File: src/rtl/txs_pkg.sv
// Package of constants for the table-write / xor / skip execution block.
// Assumes a core that feeds one fetched 16-bit word per instruction cycle.
package txs_pkg;
  // ----------------------------------------------------------------
  // Opcode patterns
  // ----------------------------------------------------------------
  localparam logic [15:0] TXS_TBLWR_BASE = 16'h000c; // low two bits = mode
  localparam logic [15:0] TXS_TBLWR_MASK = 16'hfffc;
  localparam logic [7:0] TXS_XORL_HI = 8'h0a; // literal xor high byte
  localparam logic [5:0] TXS_XORF_HI = 6'h06; // file xor top six bits
  localparam logic [6:0] TXS_TSTZ_HI = 7'h33; // test-skip top seven bits
  localparam logic [3:0] TXS_EXT_HI = 4'he; // extended literal group
  localparam logic [3:0] TXS_TWO_WORD_HI = 4'hf; // second-word marker group
  // ----------------------------------------------------------------
  // Pointer modes and widths
  // ----------------------------------------------------------------
  localparam logic [1:0] TXS_PTR_KEEP = 2'h0;
  localparam logic [1:0] TXS_PTR_POSTINC = 2'h1;
  localparam logic [1:0] TXS_PTR_POSTDEC = 2'h2;
  localparam logic [1:0] TXS_PTR_PREINC = 2'h3;
  localparam int TXS_PTR_W = 21;
  localparam int TXS_HOLD_N = 8;
  localparam logic [7:0] TXS_INDEX_LIMIT = 8'h5f; // indexed offsets up to here
  localparam logic [7:0] TXS_HOLD_RESET = 8'hff;
  // ----------------------------------------------------------------
  // Phase counts
  // ----------------------------------------------------------------
  localparam logic [1:0] TXS_Q1 = 2'h0;
  localparam logic [1:0] TXS_Q2 = 2'h1;
  localparam logic [1:0] TXS_Q3 = 2'h2;
  localparam logic [1:0] TXS_Q4 = 2'h3;
endpackage : txs_pkg

File: src/rtl/txs_exec.sv
// Execution unit: table write, test-zero-skip, xor ops, extension gating.
// Assumes one instruction word per four clocks, presented with instr_valid_i
// in phase 1; file data is returned combinationally by the register file.
//
// The register addresses and strobed register access were left to the implementer.
`timescale 1ns/1ps
module txs_exec #(
  parameter int PTR_W = txs_pkg::TXS_PTR_W,
  parameter int HOLD_N = txs_pkg::TXS_HOLD_N
) (
  // Clock and reset
  input wire logic clock_i,
  input wire logic rst_n_i,
  // Instruction stream
  input wire logic instr_valid_i,
  input wire logic [15:0] instr_i,
  input wire logic extension_enable_bit_i,
  // Core state
  input wire logic [7:0] table_latch_i,
  input wire logic [7:0] file_data_i,
  input wire logic [3:0] bank_select_reg_i,
  // Results
  output logic [PTR_W-1:0] table_pointer_o,
  output logic [7:0] wreg_o,
  output logic flag_n_o,
  output logic flag_z_o,
  output logic [11:0] file_addr_o,
  output logic file_indexed_o,
  output logic file_we_o,
  output logic [7:0] file_wdata_o,
  output logic discard_o,
  output logic [1:0] ext_ptr_sel_o,
  output logic [5:0] ext_literal_o,
  output logic ext_add_o,
  output logic ext_sub_o,
  output logic ext_return_o,
  output logic [8*HOLD_N-1:0] hold_o
);
  // Refuse sizes that the fixed-width pointer and select logic cannot serve
  if (PTR_W != 21 || HOLD_N != 8) begin : g_bad_size
    $error("txs_exec: unsupported pointer width or holding count");
  end

  typedef enum logic [1:0] {TXS_RUN, TXS_TBL2, TXS_SKIP1, TXS_SKIP2} txs_state_t;

  // ----------------------------------------------------------------
  // Reset synchroniser and phase generator
  // ----------------------------------------------------------------
  logic rst_s1_reg, rst_s2_reg;
  always_ff @(posedge clock_i or negedge rst_n_i) begin
    if (!rst_n_i) begin
      rst_s1_reg <= 1'b0;
      rst_s2_reg <= 1'b0;
    end else begin
      rst_s1_reg <= 1'b1;
      rst_s2_reg <= rst_s1_reg;
    end
  end
  wire rst_n = rst_s2_reg;

  logic [1:0] phase;
  logic cycle_end;
  txs_phase_gen u_phase (
    .clock_i(clock_i),
    .rst_n_i(rst_n),
    .phase_o(phase),
    .cycle_end_o(cycle_end)
  );

  // ----------------------------------------------------------------
  // Registers
  // ----------------------------------------------------------------
  txs_state_t state_reg, state_next;
  logic [15:0] ir_reg;
  logic [PTR_W-1:0] ptr_reg;
  logic [7:0] w_reg, hold_reg [HOLD_N];
  logic n_reg, z_reg, we_reg, disc_reg, ret_reg, add_reg, sub_reg;
  logic [7:0] wdata_reg;
  logic [11:0] faddr_reg;
  logic fidx_reg;
  logic [1:0] esel_reg;
  logic [5:0] elit_reg;
  logic extension_enable_bit_reg;
  logic [7:0] tlat_reg;

  // ----------------------------------------------------------------
  // Decode
  // ----------------------------------------------------------------
  wire take = instr_valid_i && phase == txs_pkg::TXS_Q1 && state_reg == TXS_RUN;
  wire is_ext = extension_enable_bit_reg && instr_i[15:12] == txs_pkg::TXS_EXT_HI
      && (instr_i[11:8] == 4'h8 || instr_i[11:8] == 4'h9);
  wire [1:0] ir_mode = ir_reg[1:0];
  wire ir_xorl = ir_reg[15:8] == txs_pkg::TXS_XORL_HI;
  wire ir_xorf = ir_reg[15:10] == txs_pkg::TXS_XORF_HI;
  wire ir_tstz = ir_reg[15:9] == txs_pkg::TXS_TSTZ_HI;
  wire ir_tbl = (ir_reg & txs_pkg::TXS_TBLWR_MASK) == txs_pkg::TXS_TBLWR_BASE;
  wire ir_dest = ir_reg[9];
  wire ir_acc = ir_reg[8];
  wire [7:0] ir_f = ir_reg[7:0];
  // Bank mapping: access bank split at 0x80, indexed mode under extension
  wire ir_indexed = extension_enable_bit_reg && !ir_acc && ir_f <= txs_pkg::TXS_INDEX_LIMIT;
  wire [11:0] ir_addr = ir_acc ? {bank_select_reg_i, ir_f}
      : (ir_f[7] ? {4'hf, ir_f} : {4'h0, ir_f});
  wire next_two_word = instr_i[15:12] == txs_pkg::TXS_TWO_WORD_HI
      || instr_i[15:9] == 7'h76 || instr_i[15:12] == 4'hc;

  // Xor unit, operand from literal or file
  wire [7:0] xor_b = ir_xorl ? ir_reg[7:0] : file_data_i;
  wire [7:0] xor_res;
  wire xor_n, xor_z;
  txs_alu_xor u_xor (
    .a_i(w_reg),
    .b_i(xor_b),
    .res_o(xor_res),
    .neg_o(xor_n),
    .zero_o(xor_z)
  );

  // Pointer arithmetic
  wire [PTR_W-1:0] ptr_inc = ptr_reg + 21'h000001;
  wire [PTR_W-1:0] ptr_dec = ptr_reg - 21'h000001;
  wire [PTR_W-1:0] ptr_wr = (ir_mode == txs_pkg::TXS_PTR_PREINC) ? ptr_inc : ptr_reg;
  wire [2:0] hold_sel = ptr_wr[2:0];
  wire [PTR_W-1:0] ptr_after = (ir_mode == txs_pkg::TXS_PTR_POSTINC
      || ir_mode == txs_pkg::TXS_PTR_PREINC) ? ptr_inc
      : (ir_mode == txs_pkg::TXS_PTR_POSTDEC) ? ptr_dec : ptr_reg;

  // ----------------------------------------------------------------
  // Sequencer
  // ----------------------------------------------------------------
  logic skip_now;
  always_comb begin
    state_next = state_reg;
    skip_now = ir_tstz && file_data_i == 8'h00;
    if (cycle_end) begin
      unique case (state_reg)
        TXS_RUN: begin
          if (ir_tbl) state_next = TXS_TBL2;
          else if (skip_now) state_next = TXS_SKIP1;
        end
        TXS_TBL2: state_next = TXS_RUN;
        TXS_SKIP1: state_next = ir_reg[15:12] == 4'h0 ? TXS_RUN : TXS_SKIP2;
        TXS_SKIP2: state_next = TXS_RUN;
      endcase
    end
  end

  always_ff @(posedge clock_i or negedge rst_n) begin
    if (!rst_n) begin
      state_reg <= TXS_RUN;
    end else begin
      state_reg <= state_next;
    end
  end

  // Configuration capture, resampled on every clock after reset release
  always_ff @(posedge clock_i or negedge rst_n) begin
    if (!rst_n) begin
      extension_enable_bit_reg <= 1'b0;
    end else begin
      extension_enable_bit_reg <= extension_enable_bit_i;
    end
  end

  // Instruction register; in skip state holds the discarded word's class.
  // The skipped word only arrives in phase 1 of the skip cycle, so judge it there.
  always_ff @(posedge clock_i or negedge rst_n) begin
    if (!rst_n) begin
      ir_reg <= 16'h0000;
    end else if (take) begin
      ir_reg <= instr_i;
    end else if (state_reg == TXS_SKIP1 && phase == txs_pkg::TXS_Q1 && instr_valid_i) begin
      ir_reg <= {next_two_word ? 4'hf : 4'h0, 12'h000};
    end else if (cycle_end && state_reg != TXS_TBL2 && state_next == TXS_RUN) begin
      ir_reg <= 16'h0000; // nop until next fetch
    end
  end

  // Table latch read in Q2 of the second cycle
  always_ff @(posedge clock_i or negedge rst_n) begin
    if (!rst_n) begin
      tlat_reg <= 8'h00;
    end else if (state_reg == TXS_TBL2 && phase == txs_pkg::TXS_Q2) begin
      tlat_reg <= table_latch_i;
    end
  end

  // Holding registers and pointer, written in Q4 of the second cycle
  for (genvar g = 0; g < HOLD_N; g++) begin : g_hold
    always_ff @(posedge clock_i or negedge rst_n) begin
      if (!rst_n) begin
        hold_reg[g] <= txs_pkg::TXS_HOLD_RESET;
      end else if (state_reg == TXS_TBL2 && cycle_end && hold_sel == g) begin
        hold_reg[g] <= tlat_reg;
      end
    end
    assign hold_o[8*g +: 8] = hold_reg[g];
  end

  always_ff @(posedge clock_i or negedge rst_n) begin
    if (!rst_n) begin
      ptr_reg <= '0;
    end else if (state_reg == TXS_TBL2 && cycle_end) begin
      ptr_reg <= ptr_after;
    end
  end

  // ----------------------------------------------------------------
  // Xor results and file access, committed in Q4
  // ----------------------------------------------------------------
  wire xor_run = state_reg == TXS_RUN && cycle_end;
  always_ff @(posedge clock_i or negedge rst_n) begin
    if (!rst_n) begin
      w_reg <= 8'h00;
      n_reg <= 1'b0;
      z_reg <= 1'b0;
      we_reg <= 1'b0;
      wdata_reg <= 8'h00;
    end else begin
      we_reg <= 1'b0;
      if (xor_run && (ir_xorl || (ir_xorf && !ir_dest))) begin
        w_reg <= xor_res;
      end
      if (xor_run && ir_xorf && ir_dest) begin
        we_reg <= 1'b1;
        wdata_reg <= xor_res;
      end
      if (xor_run && (ir_xorl || ir_xorf)) begin
        n_reg <= xor_n;
        z_reg <= xor_z;
      end
    end
  end

  // Address, discard and extension strobes
  always_ff @(posedge clock_i or negedge rst_n) begin
    if (!rst_n) begin
      faddr_reg <= 12'h000;
      fidx_reg <= 1'b0;
      disc_reg <= 1'b0;
      add_reg <= 1'b0;
      sub_reg <= 1'b0;
      ret_reg <= 1'b0;
      esel_reg <= 2'h0;
      elit_reg <= 6'h00;
    end else begin
      faddr_reg <= ir_addr;
      fidx_reg <= ir_indexed;
      disc_reg <= state_reg != TXS_RUN && state_reg != TXS_TBL2;
      add_reg <= take && is_ext && !instr_i[8];
      sub_reg <= take && is_ext && instr_i[8];
      ret_reg <= take && is_ext && instr_i[7:6] == 2'h3;
      if (take && is_ext) begin
        esel_reg <= instr_i[7:6];
        elit_reg <= instr_i[5:0];
      end
    end
  end

  // ----------------------------------------------------------------
  // Outputs
  // ----------------------------------------------------------------
  assign table_pointer_o = ptr_reg;
  assign wreg_o = w_reg;
  assign flag_n_o = n_reg;
  assign flag_z_o = z_reg;
  assign file_addr_o = faddr_reg;
  assign file_indexed_o = fidx_reg;
  assign file_we_o = we_reg;
  assign file_wdata_o = wdata_reg;
  assign discard_o = disc_reg;
  assign ext_ptr_sel_o = esel_reg;
  assign ext_literal_o = elit_reg;
  assign ext_add_o = add_reg;
  assign ext_sub_o = sub_reg;
  assign ext_return_o = ret_reg;
endmodule : txs_exec

File: src/rtl/txs_phase_gen.sv
// Four-phase instruction-cycle sequencer.
// Assumes the synchronised reset of the parent block.
`timescale 1ns/1ps
module txs_phase_gen (
  // Clock and reset
  input wire logic clock_i,
  input wire logic rst_n_i,
  // Phase outputs
  output logic [1:0] phase_o,
  output logic cycle_end_o
);
  logic [1:0] phase_reg;
  // ----------------------------------------------------------------
  // Phase counter
  // ----------------------------------------------------------------
  always_ff @(posedge clock_i or negedge rst_n_i) begin
    if (!rst_n_i) begin
      phase_reg <= txs_pkg::TXS_Q1;
    end else begin
      phase_reg <= phase_reg + 2'h1;
    end
  end
  assign phase_o = phase_reg;
  assign cycle_end_o = (phase_reg == txs_pkg::TXS_Q4);
endmodule : txs_phase_gen

File: src/rtl/txs_alu_xor.sv
// Exclusive-OR unit with negative and zero flag outputs.
// Purely combinational; the caller registers the results.
`timescale 1ns/1ps
module txs_alu_xor (
  // Operands
  input wire logic [7:0] a_i,
  input wire logic [7:0] b_i,
  // Result and flags
  output logic [7:0] res_o,
  output logic neg_o,
  output logic zero_o
);
  // Result and flags
  assign res_o = a_i ^ b_i;
  assign neg_o = res_o[7];
  assign zero_o = (res_o == 8'h00);
endmodule : txs_alu_xor

File: config.mk
export PLATFORM = sky130hd
export DESIGN_NAME = txs_exec
export DESIGN_NICKNAME = d
export VERILOG_FILES = /design/src/rtl/txs_pkg.sv /design/src/rtl/txs_exec.sv /design/src/rtl/txs_phase_gen.sv /design/src/rtl/txs_alu_xor.sv
export SDC_FILE = /design/constraint.sdc
export NUM_CORES = 1
export LEC_CHECK = 0
export BUFFER_PORTS_ARGS = -buffer_cell sky130_fd_sc_hd__buf_2
export CORE_UTILIZATION = 35
export CTS_BUF_LIST = sky130_fd_sc_hd__clkbuf_4
export DETAILED_ROUTE_END_ITERATION = 8
export SLEW_MARGIN = 10
export SYNTH_ARGS = -nofsm -noshare
export SYNTH_HDL_FRONTEND = slang
export SYNTH_SLANG_ARGS = --single-unit
File: constraint.sdc
create_clock -name clock_i -period 11.7 [get_ports clock_i]
set_input_delay 2.925 -clock clock_i [delete_from_list [all_inputs] [get_ports clock_i]]
set_output_delay 2.925 -clock clock_i [all_outputs]
set_load 0.02 [all_outputs]
==> metrics.cfg, run 1 <==
[global_routing]
grt_pass1_wl_um = 26300
antenna_found_initial = 1
track_usage_pct = 16.7
overflow = 0
first_global_vias = 4824
grt_max_degree = 75

[sta]
post-route-period-util_pct = 39.2
max_slew_margin_pct = 24.1
holdWs_ns = 0.155
slew_viol_final = 0
rsz0062_at_grt = false
skew_ns = 0.0212
min_period_ns = 4.59
timing.fmax_mhz = 218
setup_viol = 0
fin_setup_tns_ns = 0
hold_violations = 0
tightestPinTransition_ns = 1.13

[pwr]
p_int_mw = 0.691
power_frac_comb_pct = 7.3
sw_frac_of_total_pct = 29.0
power.switching_mw = 0.282
p_seq_share_pct = 60.0
vdd_ir_drop_max_v = 0.0000507
clockPowerShare_pct = 32.7
powerDensity_nw_per_um2 = 114
p_total_mw = 0.973
power.static_leakage_nw = 4.01

[routing]
drt_iter0_drc = 194
drt_pre_antenna_iters = 4
vias_per_cell = 4.98
drc = 0
wl_per_cell_um = 16.5
vias = 5101
routed_wl_um = 16900
ant_nets = 0

[logic_synthesis]
synthCells = 576
synth_edf_count = 0
yosysWarnings = 0
ys_seq_elements = 160
synth_nets = 621
synth_top_area_share_pct = 33.8
synthArstFlopShare_pct = 100
synthDistinctLibCells = 59
synth_area_per_cell_sq_um = 12.4
synth_top_cell_by_area = dfrtp_1
synth-seq-area-share_pct = 57.4
syn_area_sq_um = 7110
synth_top_cells_by_area = dfrtp_1 34%, dfstp_2 24%, mux2_2 14%
synth_flop_cell = dfrtp_1

[critical_path]
crit_path_frequent_cell = nand3_1
required_ns = 12.16
crit_chain = buf_2, nand3_1, nor2_1, nand3_1, mux2_2
reg2reg_depth = 6
crit_type = in2reg
rr_startpoint = u_phase.phase_o[0]
cp-startpoint = instr_valid_i
slowest_delay_ns = 0.88
cpLargestDelayFamily = simple AND/OR/NAND/NOR gates
cp.depth = 5
cp_max_fo = 17
worstReg2RegEnd = ext_literal_o[3]
endpoint = ext_literal_o[3]
cp_slowest_cell = nor2_1
cp_num_buf_inv = 1
start_kind = input port
r2r_setup_slack_ns = 8.93
worstSetupEndpointType = register
worstPathArrival_ns = 5.05

[cts]
clock-root-buffer = clkbuf_4
cts.clk_slew.worst_paths_ns = 0.15
cts_resized = 0
clock_path_buffers = 2
cts.sinks = 160
holdBufCountCts = 0
cts_setup_buffers = 0
cts_tree = yes
cts_made_buffers = 17
clock_latency_ns = 0.56
h-tree-depth = 4

[cells_and_area]
drive_gt1_share_pct = 48.7
final_common_cell = buf_2
area_growth_pct = 19.6
largest_reg_flops = 64
final_cell_mix = 168 x buf_2, 95 x dfrtp_1, 91 x mux2_2
fin_nets = 790

[placement]
gp_congestion = 0.808
dp_hpwl_um = 12200
portBuffers = 168

[status]
status = complete, no violations

[run]
cap_violations = 0

[floorplanning]
ios = 169
initial_core_util_pct = 36.1
die_x_um = 145
die_area_sq_um = 20900
core_sq_um = 19700
num_rows = 51
die_h_um = 145

[worst_hold_path]
hold_path_class = reg2async

area by class of cell:
| class | instances | area (sq um) |
|---|---|---|
| multi-input combinational | 383 | 2900 |
| tap | 265 | 332 |
| clock buffer | 17 | 128 |
| antenna | 1 | 2.50 |
| fill | 1866 | 11200 |
| sequential | 160 | 4090 |
| timing repair buffer | 173 | 878 |
| inverter | 10 | 37.5 |
| clock inverter | 15 | 146 |
power groups by stage:
stage | sequential, mW | clock, mW | combinational (mW)
after floorplan | 0.608 | 0 | 0.0239
after global placement | 0.593 | 0 | 0.0724
after detailed placement | 0.593 | 0 | 0.0728
after CTS | 0.584 | 0.334 | 0.0729
after global routing | 0.586 | 0.355 | 0.0784
final | 0.583 | 0.318 | 0.0713
worst min path at each step:
stage                          start  slack, ns         endpoint  cells after the start
final                          rst_n       0.15        ext_add_o                      0
after global routing           rst_n       0.17   file_addr_o[8]                      0
after CTS                      rst_n       0.16        ext_add_o                      0
after detailed placement       rst_n       0.16   file_addr_o[8]                      0
after global placement         rst_n       0.15  file_addr_o[10]                      0
after floorplan           rst_s1_reg       0.33            rst_n                      0
cell families after synthesis:
logic type / count (synthesis) / share of synthesized area [%]
other: 1 / 0.0527
AO/OA/AOI/OAI: 70 / 6.74
XOR/XNOR: 30 / 3.69
multiplexers: 92 / 14.5
adder cells (fa/ha/maj): 5 / 0.879
flip-flops: 160 / 57.4
buffers and inverters: 33 / 1.92
AND/OR/NAND/NOR: 185 / 14.8
per-stage QoR:
step	util [%]	area (sq um)	setup slack [ns]	instances
finish	43.2	8510	7.11	1024
global route	43.2	8510	7.02	1024
CTS	43.2	8510	7.18	1023
detailed placement	41.8	8240	6.52	991
global placement	41.8	8240	6.62	991
floorplan	-	7110	7.02	576
layer usage:
metal / track usage [%] / up-vias / wire [um]
met3: 3.74 / 20 / 693
met1: 23.1 / 2539 / 7920
met4: 5.54 / 0 / 239
met2: 25.8 / 107 / 8070
met5: 0 / - / 0
li1: - / 2435 / -
cells in the mapped netlist, types with 2 or more instances:
cell,number
dfrtp_1,96
mux2_2,91
dfstp_2,64
nand2_1,44
nand3_1,23
nor2b_1,23
xor2_1,20
nor2_1,19
a21oi_1,18
clkbuf_1,16
nand4b_1,15
a22o_1,13
o21ai_0,11
inv_1,10
nor3_1,10
xnor2_1,10
o22ai_1,9
nand4_1,8
or4_1,8
nor4_1,6
and3_1,5
ha_1,5
buf_2,4
a221o_1,3
nand3b_1,3
or3_1,3
and2_1,2
and3b_1,2
buf_1,2
nand2b_1,2
nor4b_1,2
o22a_1,2
No activity file was read; power rests on OpenSTA's default activity.
==> run 2: changes to the inputs <==
ABC_AREA = 1   (was not set)
clock period = 3.8 ns   (was 11.7 ns; I/O delays follow)
==> run 2 against run 1 <==
Compared with the run above:
- cell area grew 3.0%
- cell count grew 27%
- critical path depth shrank 4
- register-to-register slack lost 7.2 ns
- largest power group unchanged
- total power grew to 3.3 times the previous value
- global-route usage grew 0.78 points
==> metrics.cfg, run 2 <==
[cells_and_area]
area_growth_pct = 18.9
drive_gt1_share_pct = 30.4
final_cells = 1296
final_cell_mix = 240 x nand2_1, 168 x buf_2, 95 x dfrtp_1
seq_area_sq_um = 4090
fin_nets = 1056
largest_reg_flops = 64
final_common_cell = nand2_1
fillCellCount = 2074
multi_input_area_sq_um = 2830

[cts]
clock-root-buffer = clkbuf_4
cts.clk_slew.worst_paths_ns = 0.15
clock_latency_ns = 0.58
holdBufCountCts = 0
cts.sinks = 160
cts_made_buffers = 17
h-tree-depth = 4
cts_setup_buffers = 0
cts_resized = 0
clock_path_buffers = 2
cts_tree = yes

[global_routing]
gr-usage-met1_pct = 23.4
track_usage_pct = 17.5
antenna_found_initial = 1
met2_usage_pct = 28.3
grt_pass1_wl_um = 29800
grt_max_degree = 88
grt_util_met3_pct = 4.04
first_global_vias = 5644
top_usage_layer = met2
overflow = 0

[routing]
ant_nets = 0
wl_per_cell_um = 14.2
drt_pre_antenna_iters = 5
drt_iter0_drc = 361
vias = 6077
vias_per_cell = 4.69
routed_wl_um = 18400
drc = 0

[pwr]
p_seq_share_pct = 55.4
p_int_mw = 2.27
vdd_ir_drop_max_v = 0.000210
power.switching_mw = 0.951
power_frac_comb_pct = 8.2
powerDensity_nw_per_um2 = 368
power.static_leakage_nw = 4.43
sw_frac_of_total_pct = 29.5
clockPowerShare_pct = 36.4

[logic_synthesis]
syn_area_sq_um = 7370
synth-simple-area-share_pct = 25.2
synth-compound-area-share_pct = 9.11
synth-seq-area-share_pct = 55.4
synth_top_cell_by_area = dfrtp_1
yosysMostFrequentCell = nand2_1
synth_top_area_share_pct = 32.6
synthCells = 847
ys_seq_elements = 160
yosysWarnings = 0
synth_edf_count = 0
synth_top_cells_by_area = dfrtp_1 33%, dfstp_2 23%, nand2_1 12%
synthDistinctLibCells = 40
synthXorXnorAreaFrac_pct = 2.24
synth_flop_cell = dfrtp_1
synth-adder-area-share_pct = 0.848
synth.top_cells.by_count = 240 x nand2_1, 96 x dfrtp_1, 72 x nor2_1
synthMuxAreaShare_pct = 0.916
synth_nets = 892
synth_top_family_by_area = simple AND/OR/NAND/NOR gates
synthArstFlopShare_pct = 100
synth_area_per_cell_sq_um = 8.71

[placement]
portBuffers = 168
gp_congestion = 0.845
dp_hpwl_um = 13400
placed_cells = 1262

[critical_path]
worstReg2RegEnd = ext_literal_o[0]
worstPathArrival_ns = 1.33
worstSetupEndpointType = output pin
rr_startpoint = u_phase.phase_o[0]
slowest_delay_ns = 0.53
cp.depth = 1
r2r_setup_slack_ns = 1.69
start_kind = register
crit_type = reg2out
cp_max_fo = 7
required_ns = 2.85
cp_num_buf_inv = 1
cpLargestDelayFamily = flip-flops
cp_slowest_cell = dfrtp_1
reg2reg_depth = 6
crit_chain = buf_2

[sta]
tightestPinTransition_ns = 1.00
max_slew_margin_pct = 32.9
slew_viol_final = 0
min_period_ns = 2.28
fin_setup_tns_ns = 0
setup_viol = 0
skew_ns = 0.0283
hold_violations = 0
rsz0062_at_grt = false
timing.fmax_mhz = 439
post-route-period-util_pct = 59.9

[status]
status = complete, no violations

[floorplanning]
die_area_sq_um = 21700
ios = 169
num_rows = 52
die_x_um = 147
die_h_um = 147
core_sq_um = 20400
initial_core_util_pct = 36.1

[worst_hold_path]
hold_path_class = in2async

[run]
cap_violations = 0

## run 2: cell types whose count changed after synthesis, sizes merged, moves of 16 or more
cell   change
inv       +66
nand3     +39
mux2      -85
buf       +16
nor2b     -22
nand2    +206
o21ai     +85
nor2      +62
## run 2: final cells by class
class / count / area share, %
clock buffers: 17 / 1.46
inverters: 76 / 3.25
repair buffers: 172 / 10.1
clock inverters: 15 / 2.43
well taps: 270 / 3.85
diodes: 2 / 0.0571
multi-input cells: 584 / 32.3
flip-flops and latches: 160 / 46.6
## run 2: power groups by stage
stage / clock network [mW] / registers, mW / logic (mW)
2_1_floorplan: 0 / 1.87 / 0.0950
3_3_place_gp: 0 / 1.82 / 0.268
3_5_place_dp: 0 / 1.82 / 0.269
4_1_cts: 1.21 / 1.79 / 0.270
5_1_grt: 1.28 / 1.79 / 0.298
6_report: 1.17 / 1.79 / 0.264
## run 2: worst max-delay path by stage
stage	slack, ns	from	endpoint
finish	1.52	table_pointer_o[5]	table_pointer_o[5]
global route	1.45	hold_o[10]	hold_o[10]
CTS	1.48	hold_o[10]	hold_o[10]
detailed placement	1.34	instr_valid_i	ext_literal_o[3]
global placement	1.36	instr_valid_i	ext_literal_o[0]
floorplan	1.21	rst_n	discard_o
## run 2: kinds of logic (layout without fill, tap and decap cells)
| kind of cell | after synthesis | in the layout |
|---|---|---|
| AOI/OAI and AO/OA | 126 | 126 |
| xor gates and xnor gates | 18 | 18 |
| adders and majority gates | 5 | 5 |
| buffers and inverters | 103 | 280 |
| DFF | 160 | 160 |
| muxes | 6 | 6 |
| other | 1 | 3 |
| and+or+nand+nor | 428 | 428 |
## run 2: metal layers
layer / share of wire [%] / vias up
met1: 47 / 2829
met2: 47 / 161
met3: 4.7 / 18
li1: - / 3069
met4: 1.3 / 0
met5: 0 / -
## run 2: per-stage QoR
step / instance area (sq um) / utilization, % / hold slack [ns] / worst slack (ns) / power, mW
finish: 8770 / 42.9 / 0.136 / 1.52 / 3.23
global route: 8770 / 42.9 / 0.0650 / 1.45 / 3.37
CTS: 8760 / 42.9 / 0.0926 / 1.48 / 3.27
detailed placement: 8420 / 41.2 / 0.352 / 1.34 / 2.09
global placement: 8420 / 41.2 / 0.337 / 1.36 / 2.08
floorplan: 7380 / - / 0.331 / 1.21 / 1.97
